==> src/scic_consts.vh <==
`ifndef SCIC_CONSTS_VH
`define SCIC_CONSTS_VH
// Register byte offsets
`define SCIC_OFF_CLKCFG 12'h000
`define SCIC_OFF_GPIOBUS 12'h004
`define SCIC_OFF_RIS 12'h008
`define SCIC_OFF_MIS 12'h00C
`define SCIC_OFF_IEN 12'h010
`define SCIC_OFF_ICLR 12'h014
`define SCIC_OFF_SLEEP 12'h018
`define SCIC_OFF_STATUS 12'h01C
`define SCIC_OFF_FLASH 12'h020
// Clock configuration fields
`define SCIC_CFG_DIV_LSB 0
`define SCIC_CFG_DIV_MSB 5
`define SCIC_CFG_USEPLL 6
`define SCIC_CFG_SRC_LSB 8
`define SCIC_CFG_SRC_MSB 10
`define SCIC_CFG_XTAL_LSB 12
`define SCIC_CFG_XTAL_MSB 16
`define SCIC_CFG_INTDIS 20
`define SCIC_CFG_MAINDIS 21
// Oscillator source codes
`define SCIC_SRC_MAIN 3'h0
`define SCIC_SRC_INT 3'h1
`define SCIC_SRC_INT4 3'h2
`define SCIC_SRC_EXT32 3'h3
`define SCIC_SRC_INT30 3'h4
// Interrupt bit positions
`define SCIC_IRQ_MOSC 0
`define SCIC_IRQ_LOCK 1
`define SCIC_IRQ_BOR 2
// Sleep control bits
`define SCIC_SLP_DEEP 0
`define SCIC_SLP_GATE 1
// Reset values
`define SCIC_RST_CLKCFG 32'h0000_0000
`define SCIC_FLASH_BYTES 32'h0004_0000
`endif

==> src/scic_ctrl.v <==
// What this block does
// - System clock divide one to sixty-four
// - One select: loop output or raw oscillator
// - Five oscillator source choices
// - External 32k only with hibernation enabled
// - Separate internal and main oscillator disables
// - Never disable the oscillator clocking device
// - Loop lock sets a status flag
// - Deep-sleep stops processor; gating picks running peripherals
// - Per-port control selects high-speed bus
// - Cleared control means peripheral bus only
// - Three interrupt sources, clear by subset
// - Per-source enables gate the interrupt line
// - Read-only flash capacity in bytes
// - Raw and masked status both readable
//
// Implementation choices: the APB interface to the registers and the placing of the registers.
`timescale 1ns/100ps
`default_nettype none
`include "scic_consts.vh"

module scic_ctrl #(
  parameter [31:0] FLASH_BYTES = `SCIC_FLASH_BYTES,
  parameter HAS_HIB = 1
) (
  // Clock and reset
  input wire core_clk,
  input wire resetn,
  // APB slave
  input wire psel,
  input wire penable,
  input wire pwrite,
  input wire [11:0] paddr,
  input wire [31:0] pwdata,
  output reg [31:0] prdata,
  output reg pready,
  output reg pslverr,
  // Asynchronous event pins
  input wire main_osc_ready,
  input wire loop_lock_in,
  input wire brownout_in,
  input wire hib_enabled,
  input wire wake_event,
  // Clock tree controls
  output reg [5:0] sys_clock_divider_sel,
  output reg clock_from_loop_output,
  output reg [2:0] osc_source_sel,
  output reg [4:0] crystal_freq_sel,
  output reg internal_osc_disable,
  output reg main_osc_disable,
  output reg sys_clk_en,
  // Sleep and bus routing
  output reg cpu_clock_stop,
  output reg periph_gate_deep,
  output reg [7:0] gpio_on_fast_bus,
  // Interrupt
  output reg sys_irq
);

  // ----------------------------------------
  // Registers and synchronisers
  // ----------------------------------------
  // Software requests; divider, loop and source requests are held until the next divide boundary
  reg [5:0] div_req_reg;
  reg use_loop_req_reg;
  reg [2:0] src_req_reg;
  reg [4:0] xtal_reg;
  reg int_dis_req_reg;
  reg main_dis_req_reg;

  // Routing, interrupt and sleep state
  reg [7:0] gpio_reg;
  reg [2:0] ris_reg;
  reg [2:0] ien_reg;
  reg deep_req_reg;
  reg gate_reg;

  // Divider counter, counts up to the active code
  reg [5:0] div_cnt_reg;

  // Pin synchronisers; ev_d_reg only delays for edge detection
  reg [3:0] ev_s1_reg;
  reg [3:0] ev_s2_reg;
  reg [3:0] ev_d_reg;
  reg wake_s1_reg;
  reg wake_s2_reg;

  // Combinational next values and bus qualifiers
  reg [2:0] ris_next;
  reg [31:0] rdata_next;
  wire wr;
  wire rd;
  wire [2:0] ev_rise;
  wire [2:0] clr_bits;
  wire sw_boundary;
  wire [2:0] wr_src;
  wire src_ok;

  // ----------------------------------------
  // Decode helpers
  // ----------------------------------------
  // Register decode, one-function helper for address match
  function is_addr;
    input [11:0] a;
    input [11:0] off;
    begin
      is_addr = (a == off);
    end
  endfunction

  function known_addr;
    input [11:0] a;
    begin
      known_addr = (a[1:0] == 2'h0) && (a <= `SCIC_OFF_FLASH);
    end
  endfunction

  // Oscillator code helpers, shared by the active and the pending source
  function osc_is_internal;
    input [2:0] code;
    begin
      // Both the plain and the divided-by-four choice run the internal oscillator
      osc_is_internal = (code == `SCIC_SRC_INT) || (code == `SCIC_SRC_INT4);
    end
  endfunction

  function osc_is_main;
    input [2:0] code;
    begin
      osc_is_main = (code == `SCIC_SRC_MAIN);
    end
  endfunction

  // A source code is taken only if it exists and, for 32k, if it can run
  function src_accepts;
    input [2:0] code;
    input hib_on;
    begin
      if (code > `SCIC_SRC_INT30) begin
        src_accepts = 1'b0;
      end else if (code == `SCIC_SRC_EXT32) begin
        src_accepts = (HAS_HIB != 0) && hib_on;
      end else begin
        src_accepts = 1'b1;
      end
    end
  endfunction

  // Access happens in setup-then-access; taken in the first access cycle, answered in the second
  assign wr = psel && penable && pwrite && !pready;
  assign rd = psel && penable && !pwrite && !pready;

  // ----------------------------------------
  // Pin synchronisers and events
  // ----------------------------------------
  // Two flops on every pin input before use
  always @(posedge core_clk or negedge resetn) begin
    if (!resetn) begin
      ev_s1_reg <= 4'h0;
      ev_s2_reg <= 4'h0;
      ev_d_reg <= 4'h0;
      wake_s1_reg <= 1'b0;
      wake_s2_reg <= 1'b0;
    end else begin
      ev_s1_reg <= {hib_enabled, brownout_in, loop_lock_in, main_osc_ready};
      ev_s2_reg <= ev_s1_reg;
      ev_d_reg <= ev_s2_reg;
      wake_s1_reg <= wake_event;
      wake_s2_reg <= wake_s1_reg;
    end
  end

  // Rising edges of synchronised levels are the events
  // Edges come from the second flop and its delayed copy, never the first
  assign ev_rise = ev_s2_reg[2:0] & ~ev_d_reg[2:0];
  assign clr_bits = (wr && is_addr(paddr, `SCIC_OFF_ICLR)) ? pwdata[2:0] : 3'h0;

  // Source field of a configuration write and whether it may be taken
  assign wr_src = pwdata[`SCIC_CFG_SRC_MSB:`SCIC_CFG_SRC_LSB];
  assign src_ok = src_accepts(wr_src, ev_s2_reg[3]);

  // Sticky status; a new event beats a clear in the same cycle
  always @* begin
    ris_next = (ris_reg & ~clr_bits) | ev_rise;
  end

  // ----------------------------------------
  // Software-written registers
  // ----------------------------------------
  always @(posedge core_clk or negedge resetn) begin
    if (!resetn) begin
      div_req_reg <= 6'h00;
      use_loop_req_reg <= 1'b0;
      src_req_reg <= `SCIC_SRC_MAIN;
      xtal_reg <= 5'h00;
      int_dis_req_reg <= 1'b0;
      main_dis_req_reg <= 1'b0;
      gpio_reg <= 8'h00;
      ien_reg <= 3'h0;
      ris_reg <= 3'h0;
      deep_req_reg <= 1'b0;
      gate_reg <= 1'b0;
    end else begin
      // Status takes its next value every cycle, set winning over clear
      ris_reg <= ris_next;
      // Wake ends deep-sleep; any enabled interrupt counts as wake too
      if (deep_req_reg && (wake_s2_reg || sys_irq)) begin
        deep_req_reg <= 1'b0;
      end
      if (wr && is_addr(paddr, `SCIC_OFF_CLKCFG)) begin
        div_req_reg <= pwdata[`SCIC_CFG_DIV_MSB:`SCIC_CFG_DIV_LSB];
        use_loop_req_reg <= pwdata[`SCIC_CFG_USEPLL];
        // Crystal code is kept as written; software keeps it legal for the loop
        xtal_reg <= pwdata[`SCIC_CFG_XTAL_MSB:`SCIC_CFG_XTAL_LSB];
        int_dis_req_reg <= pwdata[`SCIC_CFG_INTDIS];
        main_dis_req_reg <= pwdata[`SCIC_CFG_MAINDIS];
        // Unknown codes and unavailable 32k keep the old source; the other
        // fields of the same write are still taken
        if (src_ok) begin
          src_req_reg <= wr_src;
        end
      end
      // Bit n moves port n to the fast bus; a cleared bit leaves it on the peripheral bus
      if (wr && is_addr(paddr, `SCIC_OFF_GPIOBUS)) begin
        gpio_reg <= pwdata[7:0];
      end
      // Enables only mask the line; status keeps collecting while masked
      if (wr && is_addr(paddr, `SCIC_OFF_IEN)) begin
        ien_reg <= pwdata[2:0];
      end
      // A sleep write beats a wake in the same cycle, being assigned last
      if (wr && is_addr(paddr, `SCIC_OFF_SLEEP)) begin
        deep_req_reg <= pwdata[`SCIC_SLP_DEEP];
        gate_reg <= pwdata[`SCIC_SLP_GATE];
      end
    end
  end

  // ----------------------------------------
  // Clock enable divider
  // ----------------------------------------
  // Changes apply only at a divide boundary so no enable pulse is cut short
  // A code written mid-period waits for the end of the running period
  // Code zero makes every cycle a boundary, so the enable then stays high
  assign sw_boundary = (div_cnt_reg == sys_clock_divider_sel);

  always @(posedge core_clk or negedge resetn) begin
    if (!resetn) begin
      div_cnt_reg <= 6'h00;
      sys_clock_divider_sel <= 6'h00;
      clock_from_loop_output <= 1'b0;
      osc_source_sel <= `SCIC_SRC_MAIN;
      crystal_freq_sel <= 5'h00;
      sys_clk_en <= 1'b0;
    end else begin
      sys_clk_en <= sw_boundary;
      crystal_freq_sel <= xtal_reg;
      if (sw_boundary) begin
        div_cnt_reg <= 6'h00;
        sys_clock_divider_sel <= div_req_reg;
        osc_source_sel <= src_req_reg;
        // Only move onto the loop after it has locked
        if (!use_loop_req_reg || ev_s2_reg[1]) begin
          clock_from_loop_output <= use_loop_req_reg;
        end
      end else begin
        div_cnt_reg <= div_cnt_reg + 6'h01;
      end
    end
  end

  // ----------------------------------------
  // Oscillator disables, sleep, routing, irq
  // ----------------------------------------
  always @(posedge core_clk or negedge resetn) begin
    if (!resetn) begin
      internal_osc_disable <= 1'b0;
      main_osc_disable <= 1'b0;
      cpu_clock_stop <= 1'b0;
      periph_gate_deep <= 1'b0;
      gpio_on_fast_bus <= 8'h00;
      sys_irq <= 1'b0;
    end else begin
      // The active source is never switched off, whatever was asked. The
      // pending source is spared too: it must already run when the divide
      // boundary hands the clock over, else the new clock would start dead.
      internal_osc_disable <= int_dis_req_reg && !osc_is_internal(osc_source_sel)
        && !osc_is_internal(src_req_reg);
      main_osc_disable <= main_dis_req_reg && !osc_is_main(osc_source_sel)
        && !osc_is_main(src_req_reg);
      // Deep-sleep and routing outputs are plain registered copies; gating is registered only while deep-sleep is requested
      cpu_clock_stop <= deep_req_reg;
      periph_gate_deep <= deep_req_reg && gate_reg;
      gpio_on_fast_bus <= gpio_reg;
      // Line follows the next status, so a clear drops it without delay
      sys_irq <= |(ris_next & ien_reg);
    end
  end

  // ----------------------------------------
  // APB read mux and answer
  // ----------------------------------------
  always @* begin
    rdata_next = 32'h0000_0000;
    // Write-only and unmapped words read as zero
    case (paddr)
      `SCIC_OFF_CLKCFG: begin
        rdata_next[`SCIC_CFG_DIV_MSB:`SCIC_CFG_DIV_LSB] = div_req_reg;
        rdata_next[`SCIC_CFG_USEPLL] = use_loop_req_reg;
        rdata_next[`SCIC_CFG_SRC_MSB:`SCIC_CFG_SRC_LSB] = src_req_reg;
        rdata_next[`SCIC_CFG_XTAL_MSB:`SCIC_CFG_XTAL_LSB] = xtal_reg;
        rdata_next[`SCIC_CFG_INTDIS] = int_dis_req_reg;
        rdata_next[`SCIC_CFG_MAINDIS] = main_dis_req_reg;
      end
      `SCIC_OFF_GPIOBUS: rdata_next[7:0] = gpio_reg;
      `SCIC_OFF_RIS: rdata_next[2:0] = ris_reg;
      `SCIC_OFF_MIS: rdata_next[2:0] = ris_reg & ien_reg;
      `SCIC_OFF_IEN: rdata_next[2:0] = ien_reg;
      `SCIC_OFF_SLEEP: rdata_next[1:0] = {gate_reg, deep_req_reg};
      `SCIC_OFF_STATUS: rdata_next[9:0] = {osc_source_sel, sys_clock_divider_sel,
                                           clock_from_loop_output};
      `SCIC_OFF_FLASH: rdata_next = FLASH_BYTES;
      default: rdata_next = 32'h0000_0000;
    endcase
  end

  // One wait state: pready rises in the second access cycle
  always @(posedge core_clk or negedge resetn) begin
    if (!resetn) begin
      pready <= 1'b0;
      pslverr <= 1'b0;
      prdata <= 32'h0000_0000;
    end else begin
      pready <= psel && penable && !pready;
      // Unmapped or unaligned words answer with an error; writes there are dropped
      pslverr <= psel && penable && !pready && !known_addr(paddr);
      // Read data is captured once, so it stands unchanged while pready is high
      if (rd) begin
        prdata <= rdata_next;
      end
    end
  end

endmodule
`default_nettype wire

==> config.mk <==
export PLATFORM = sky130hd
export DESIGN_NAME = scic_ctrl
export DESIGN_NICKNAME = d
export VERILOG_FILES = /design/src/scic_ctrl.v
export VERILOG_INCLUDE_DIRS = /design/src
export SDC_FILE = /design/constraint.sdc
export NUM_CORES = 1
export LEC_CHECK = 0
export ABC_CLOCK_PERIOD_IN_PS = 4800
export BUFFER_PORTS_ARGS = -buffer_cell sky130_fd_sc_hd__clkbuf_2
export CAP_MARGIN = 20
export CORE_ASPECT_RATIO = 0.6
export CORE_MARGIN = 2
export CORE_UTILIZATION = 56
export CTS_CLUSTER_DIAMETER = 60
export DETAILED_ROUTE_END_ITERATION = 7
export GPL_ROUTABILITY_DRIVEN = 0
export PLACE_DENSITY = 0.84
export SYNTH_ARGS = -nofsm -noshare
export SYNTH_HDL_FRONTEND = slang
export SYNTH_SLANG_ARGS = --single-unit
==> constraint.sdc <==
create_clock -name core_clk -period 4.8 [get_ports core_clk]
set_clock_uncertainty 0.05 [all_clocks]
set_input_delay 0.48 -clock core_clk [delete_from_list [all_inputs] [get_ports core_clk]]
set_output_delay 0.48 -clock core_clk [all_outputs]
set_load 0.05 [all_outputs]
# Word level (Yosys, flattened, before mapping)
# Cells that the tools add are included.
# totals
reg_bits	104
latchBits	0
ram_bits	0
mem_bits_ro	0
out_inout_bits	63
wordCells	109
n_memories	0
# classes
add_sub_neg	1
multipliers	0
div_mod_pow	0
order_cmp	2
n_eq_ne	14
n_shift	0
muxes	15
n_bitwise	7
reduce_logical	39
# op_table
op	n
$eq A12 B5 Y1 const B	4
$eq A12 B4 Y1 const B	2
$logic_and A1 B1 Y1	19
$pmux W2 S7	1
$and A3 B3 Y3	4
$eq A12 B3 Y1 const B	1
$eq A12 B6 Y1 const B	1
$le A12 B6 Y1 const B	1
$logic_not A12 Y1	1
$pmux W4 S3	1
$eq A3 B2 Y1 const B	3
$logic_not A1 Y1	8
$add A6 B1 Y6 const B	1
$eq A3 B1 Y1 const B	2
$eq A6 B6 Y1	1
$logic_not A3 Y1	2
$mux W6	1
$not A3 Y3	2
$pmux W1 S6	1
$mux W1	5
$mux W5	1
$logic_or A1 B1 Y1	4
$mux W2	2
$pmux W2 S2	1
other kinds (8)	9

# Longest topological paths before layout
# depth
depth_word	10
mapped_depth	6
ltp_nobuf	4

# Least setup slack after synthesis
# No wires, ideal clock.
# synth_path
path_kind	input-to-reg
startpoint	in paddr[7]
endpoint	reg gpio_reg[0]
arrival_ns	1.789
t_required_ns	4.625
setup_slack_ns	2.836
path_stages	5
cell_sequence	or4_4 nor2_4 and3_4 buf_12 mux2_4
# synth_via
elab_chain_cells	2
# synth_rtl
item	line_no	rtl
start, declared	scic_ctrl.v:33	input wire [11:0] paddr,
$eq A12 B3 Y1	scic_ctrl.v:107	is_addr = (a == off);
$logic_and A1 B1 Y1	scic_ctrl.v:224	if (wr && is_addr(paddr, `SCIC_OFF_GPIOBUS)) begin
end signal, assigned	scic_ctrl.v:225	gpio_reg <= pwdata[7:0];
end, declared	scic_ctrl.v:72	reg [7:0] gpio_reg;
# No other way between the ends.
# A chain may end at the register's enable or synchronous reset.

# Worst setup path in the final report
# layout_path
startpoint	in paddr[4]
endpoint	reg div_req_reg[1]
# layout_via
elab_chain_cells	2
# layout_rtl
item	line_no	rtl
$logic_not A12 Y1	scic_ctrl.v:107	
$logic_and A1 B1 Y1	scic_ctrl.v:210	if (wr && is_addr(paddr, `SCIC_OFF_CLKCFG)) begin
end signal, assigned	scic_ctrl.v:211	div_req_reg <= pwdata[`SCIC_CFG_DIV_MSB:`SCIC_CFG_DIV_LSB];
end, declared	scic_ctrl.v:64	reg [5:0] div_req_reg;
# No other way between the ends.

==> metrics.csv <==
stage,metric,value,unit
status,status,"finished, final reports clean",
clock_tree,"Reg clk slew, reported paths",0.06,ns
worst_setup_path,Reg-to-Reg End,sys_clock_divider_sel[0],
power,switching share of power,0.230,
synth,Unique masters post-synth,61,
worst_setup_path,cells on worst reg2reg path,4,
global_routing,All-Layer GR Usage,0.239,
power,Int Power,1.32,mW
synth,Post-synth ARST share,1.00,
floorplanning,Die Area,0.00852,mm^2
final_layout,area delta synth->final,16.9,%
synth,ys flop type,dfrtp_1,
clock_tree,Setup Buffers After CTS,0,
worst_setup_path,"Req. time, crit path",4.97,ns
power,clock share of power,0.405,
power,maximum VDD drop,0.000306,V
power,power per cell area,336,mW/mm^2
synth,Yosys warnings,0,
power,P_sw,0.393,mW
timing,Final Cycle Share,0.449,
floorplanning,die span in x,118,um
timing,Final min period,2.15,ns
detailed_routing,initial DRC count,296,
final_layout,"leading cell type in the layout, fill and taps excluded",dfrtp_1,
clock_tree,# hold bufs at CTS,0,
job,max-cap violations,0,
floorplanning,Ports,117,
synth,Cells after Synth,350,
placement,# port buffers,89,
timing,setup TNS,0,ns
final_layout,"Core Util, Final",0.689,
final_layout,final net count,493,
clock_tree,clock buffer count from CTS,9,
timing,Worst Tran Pin Value,0.908,ns
timing,Final Hold Vio Count,0,
detailed_routing,via count,3023,
timing,Highest Clock Rate,464,MHz
worst_setup_path,Worst R2R Setup Slack,2.79,ns
power,P_leak,2.56,nW
synth,register area share after synthesis,0.586,
clock_tree,CTS Root Cell,clkbuf_16,
worst_setup_path,Setup crit start kind,input port,
detailed_routing,WL final,9490,um
detailed_routing,Routed Antenna Nets,0,
synth,Post-synth EDFFs,0,
final_layout,max FFs per register,19,
worst_setup_path,FF-to-FF Start,sys_clock_divider_sel[4],
timing,# setup viols final,0,
final_layout,fill count,567,
floorplanning,die boundary height,72.3,um
timing,count of final max-slew check failures,0,
placement,placed cell areas,0.00481,mm^2
detailed_routing,vias per std cell,5.56,
global_routing,gr ovfl total,0,
timing,RSZ-0062 raised after global routing,no,
clock_tree,clk buf depth,2,
floorplanning,standard-cell rows,24,
floorplanning,Starting Density,0.589,
global_routing,largest net degree at the start of global routing,58,
worst_hold_path,Hold WC Path Type,input port to asynchronous set/reset pin,
placement,dpl cells,531,
worst_setup_path,CP endpoint kind,register,
final_layout,most frequent cells in the layout,"dfrtp_1, clkbuf_2, nand2_1, mux2_2, nor2_1",
detailed_routing,Routed WL per cell,17.5,um
placement,DP HPWL,6830,um
final_layout,ANT cells,0,
clock_tree,Clock Sink Count,102,
final_layout,post-route cell area,0.00509,mm^2
detailed_routing,# DRC,0,
clock_tree,post_cts resized,0,
worst_setup_path,WS Path Type,input port to register,
power,Flop pwr share,0.514,
clock_tree,CTS tree,built,
synth,synthesized area per cell,12.4,um^2
timing,Slew HR,0.386,
floorplanning,Core ar.,0.00739,mm^2
worst_setup_path,CP Max Fanout,16,
final_layout,fin cells,544,
power,power share of the combinational group,0.082,
global_routing,first-pass GRT wire length,15200,um
clock_tree,clock latency on the worst-skew pair,0.34,ns
detailed_routing,DRT Pass-1 Iters,4,
synth,Synth Cell Area,0.00435,mm^2
synth,Seq cells post-synth,102,
clock_tree,H-tree Lvls,3,
global_routing,initial antenna violation count,0,
final_layout,share of post-route cells with drive strength above 1,0.332,
worst_setup_path,"Data arrival, critical path",2.33,ns
global_routing,vias in the first global route,2882,
[layer usage]
layer,GRT usage,up-vias,part of all wire
li1,-,1405,-
met3,0.0810,6,0.076
met5,0,-,0
met4,0.0776,0,0.0080
met2,0.354,124,0.45
met1,0.338,1488,0.46
[synthesized netlist by cell type (4+ instances only)]
master / count / share of area
buf_4: 14 / 0.024
a22o_1: 4 / 0.0080
xnor2_1: 4 / 0.0080
mux2_1: 7 / 0.018
nand2_1: 32 / 0.028
or4_4: 4 / 0.010
nand3_1: 10 / 0.011
mux2i_1: 5 / 0.011
inv_1: 13 / 0.011
mux2_4: 8 / 0.028
nor2_1: 17 / 0.015
a21oi_1: 11 / 0.013
clkbuf_1: 4 / 0.0034
buf_2: 5 / 0.0057
a22oi_1: 6 / 0.010
dfrtp_1: 102 / 0.59
mux2_2: 19 / 0.049
o21ai_1: 5 / 0.0057
xor2_1: 8 / 0.016
o21ai_0: 13 / 0.015
[cells by family after synthesis]
logic type	after synthesis	share of synthesized area
xor+xnor	12	0.0241
other cells	1	0.000861
flops	102	0.586
mux	41	0.117
compound gates	57	0.0859
fa+ha+maj	1	0.00287
simple gates	97	0.131
buf+inv	39	0.0526
[worst max-delay path: stages]
cell and delay (ns):
clkbuf_2 0.22, nor4_1 0.46, nand4_2 0.25, nor2_4 0.51, mux2_2 0.40
[final cells by class]
type	count	area, um^2	share of cell area
repair buffers	91	463	0.0910
clock inverters	2	35.0	0.00688
flip-flops and latches	102	2550	0.501
multi-input cells	221	1620	0.318
inverters	13	48.8	0.00959
well taps	104	130	0.0256
clock buffers	11	243	0.0477
[per-stage QoR]
step           hold WS, ns  setup WS, ns  power [mW]
2_1_floorplan        0.134          2.84       0.986
6_report             0.137          2.65        1.71
4_1_cts              0.157          2.70        1.72
5_1_grt              0.177          2.57        1.76
3_5_place_dp         0.286          2.34        1.03
3_3_place_gp         0.283          2.39        1.03
[worst max-delay path by stage]
stage	depth (start not counted)	from	slack (ns)	end
2_1_floorplan	5	paddr[7]	2.84	gpio_reg[0]
3_3_place_gp	5	paddr[4]	2.39	xtal_reg[0]
3_5_place_dp	5	paddr[4]	2.34	xtal_reg[3]
4_1_cts	5	paddr[4]	2.70	div_req_reg[1]
5_1_grt	5	paddr[4]	2.57	div_req_reg[0]
6_report	5	paddr[4]	2.65	div_req_reg[1]
[power groups by stage]
stage / Clock (mW) / Sequential, mW / Combinational [mW]
2_1_floorplan: 0 / 0.905 / 0.0819
3_3_place_gp: 0 / 0.893 / 0.136
3_5_place_dp: 0 / 0.894 / 0.139
4_1_cts: 0.704 / 0.878 / 0.139
5_1_grt: 0.733 / 0.879 / 0.152
6_report: 0.692 / 0.878 / 0.139
(Power assumes the default switching activity.)
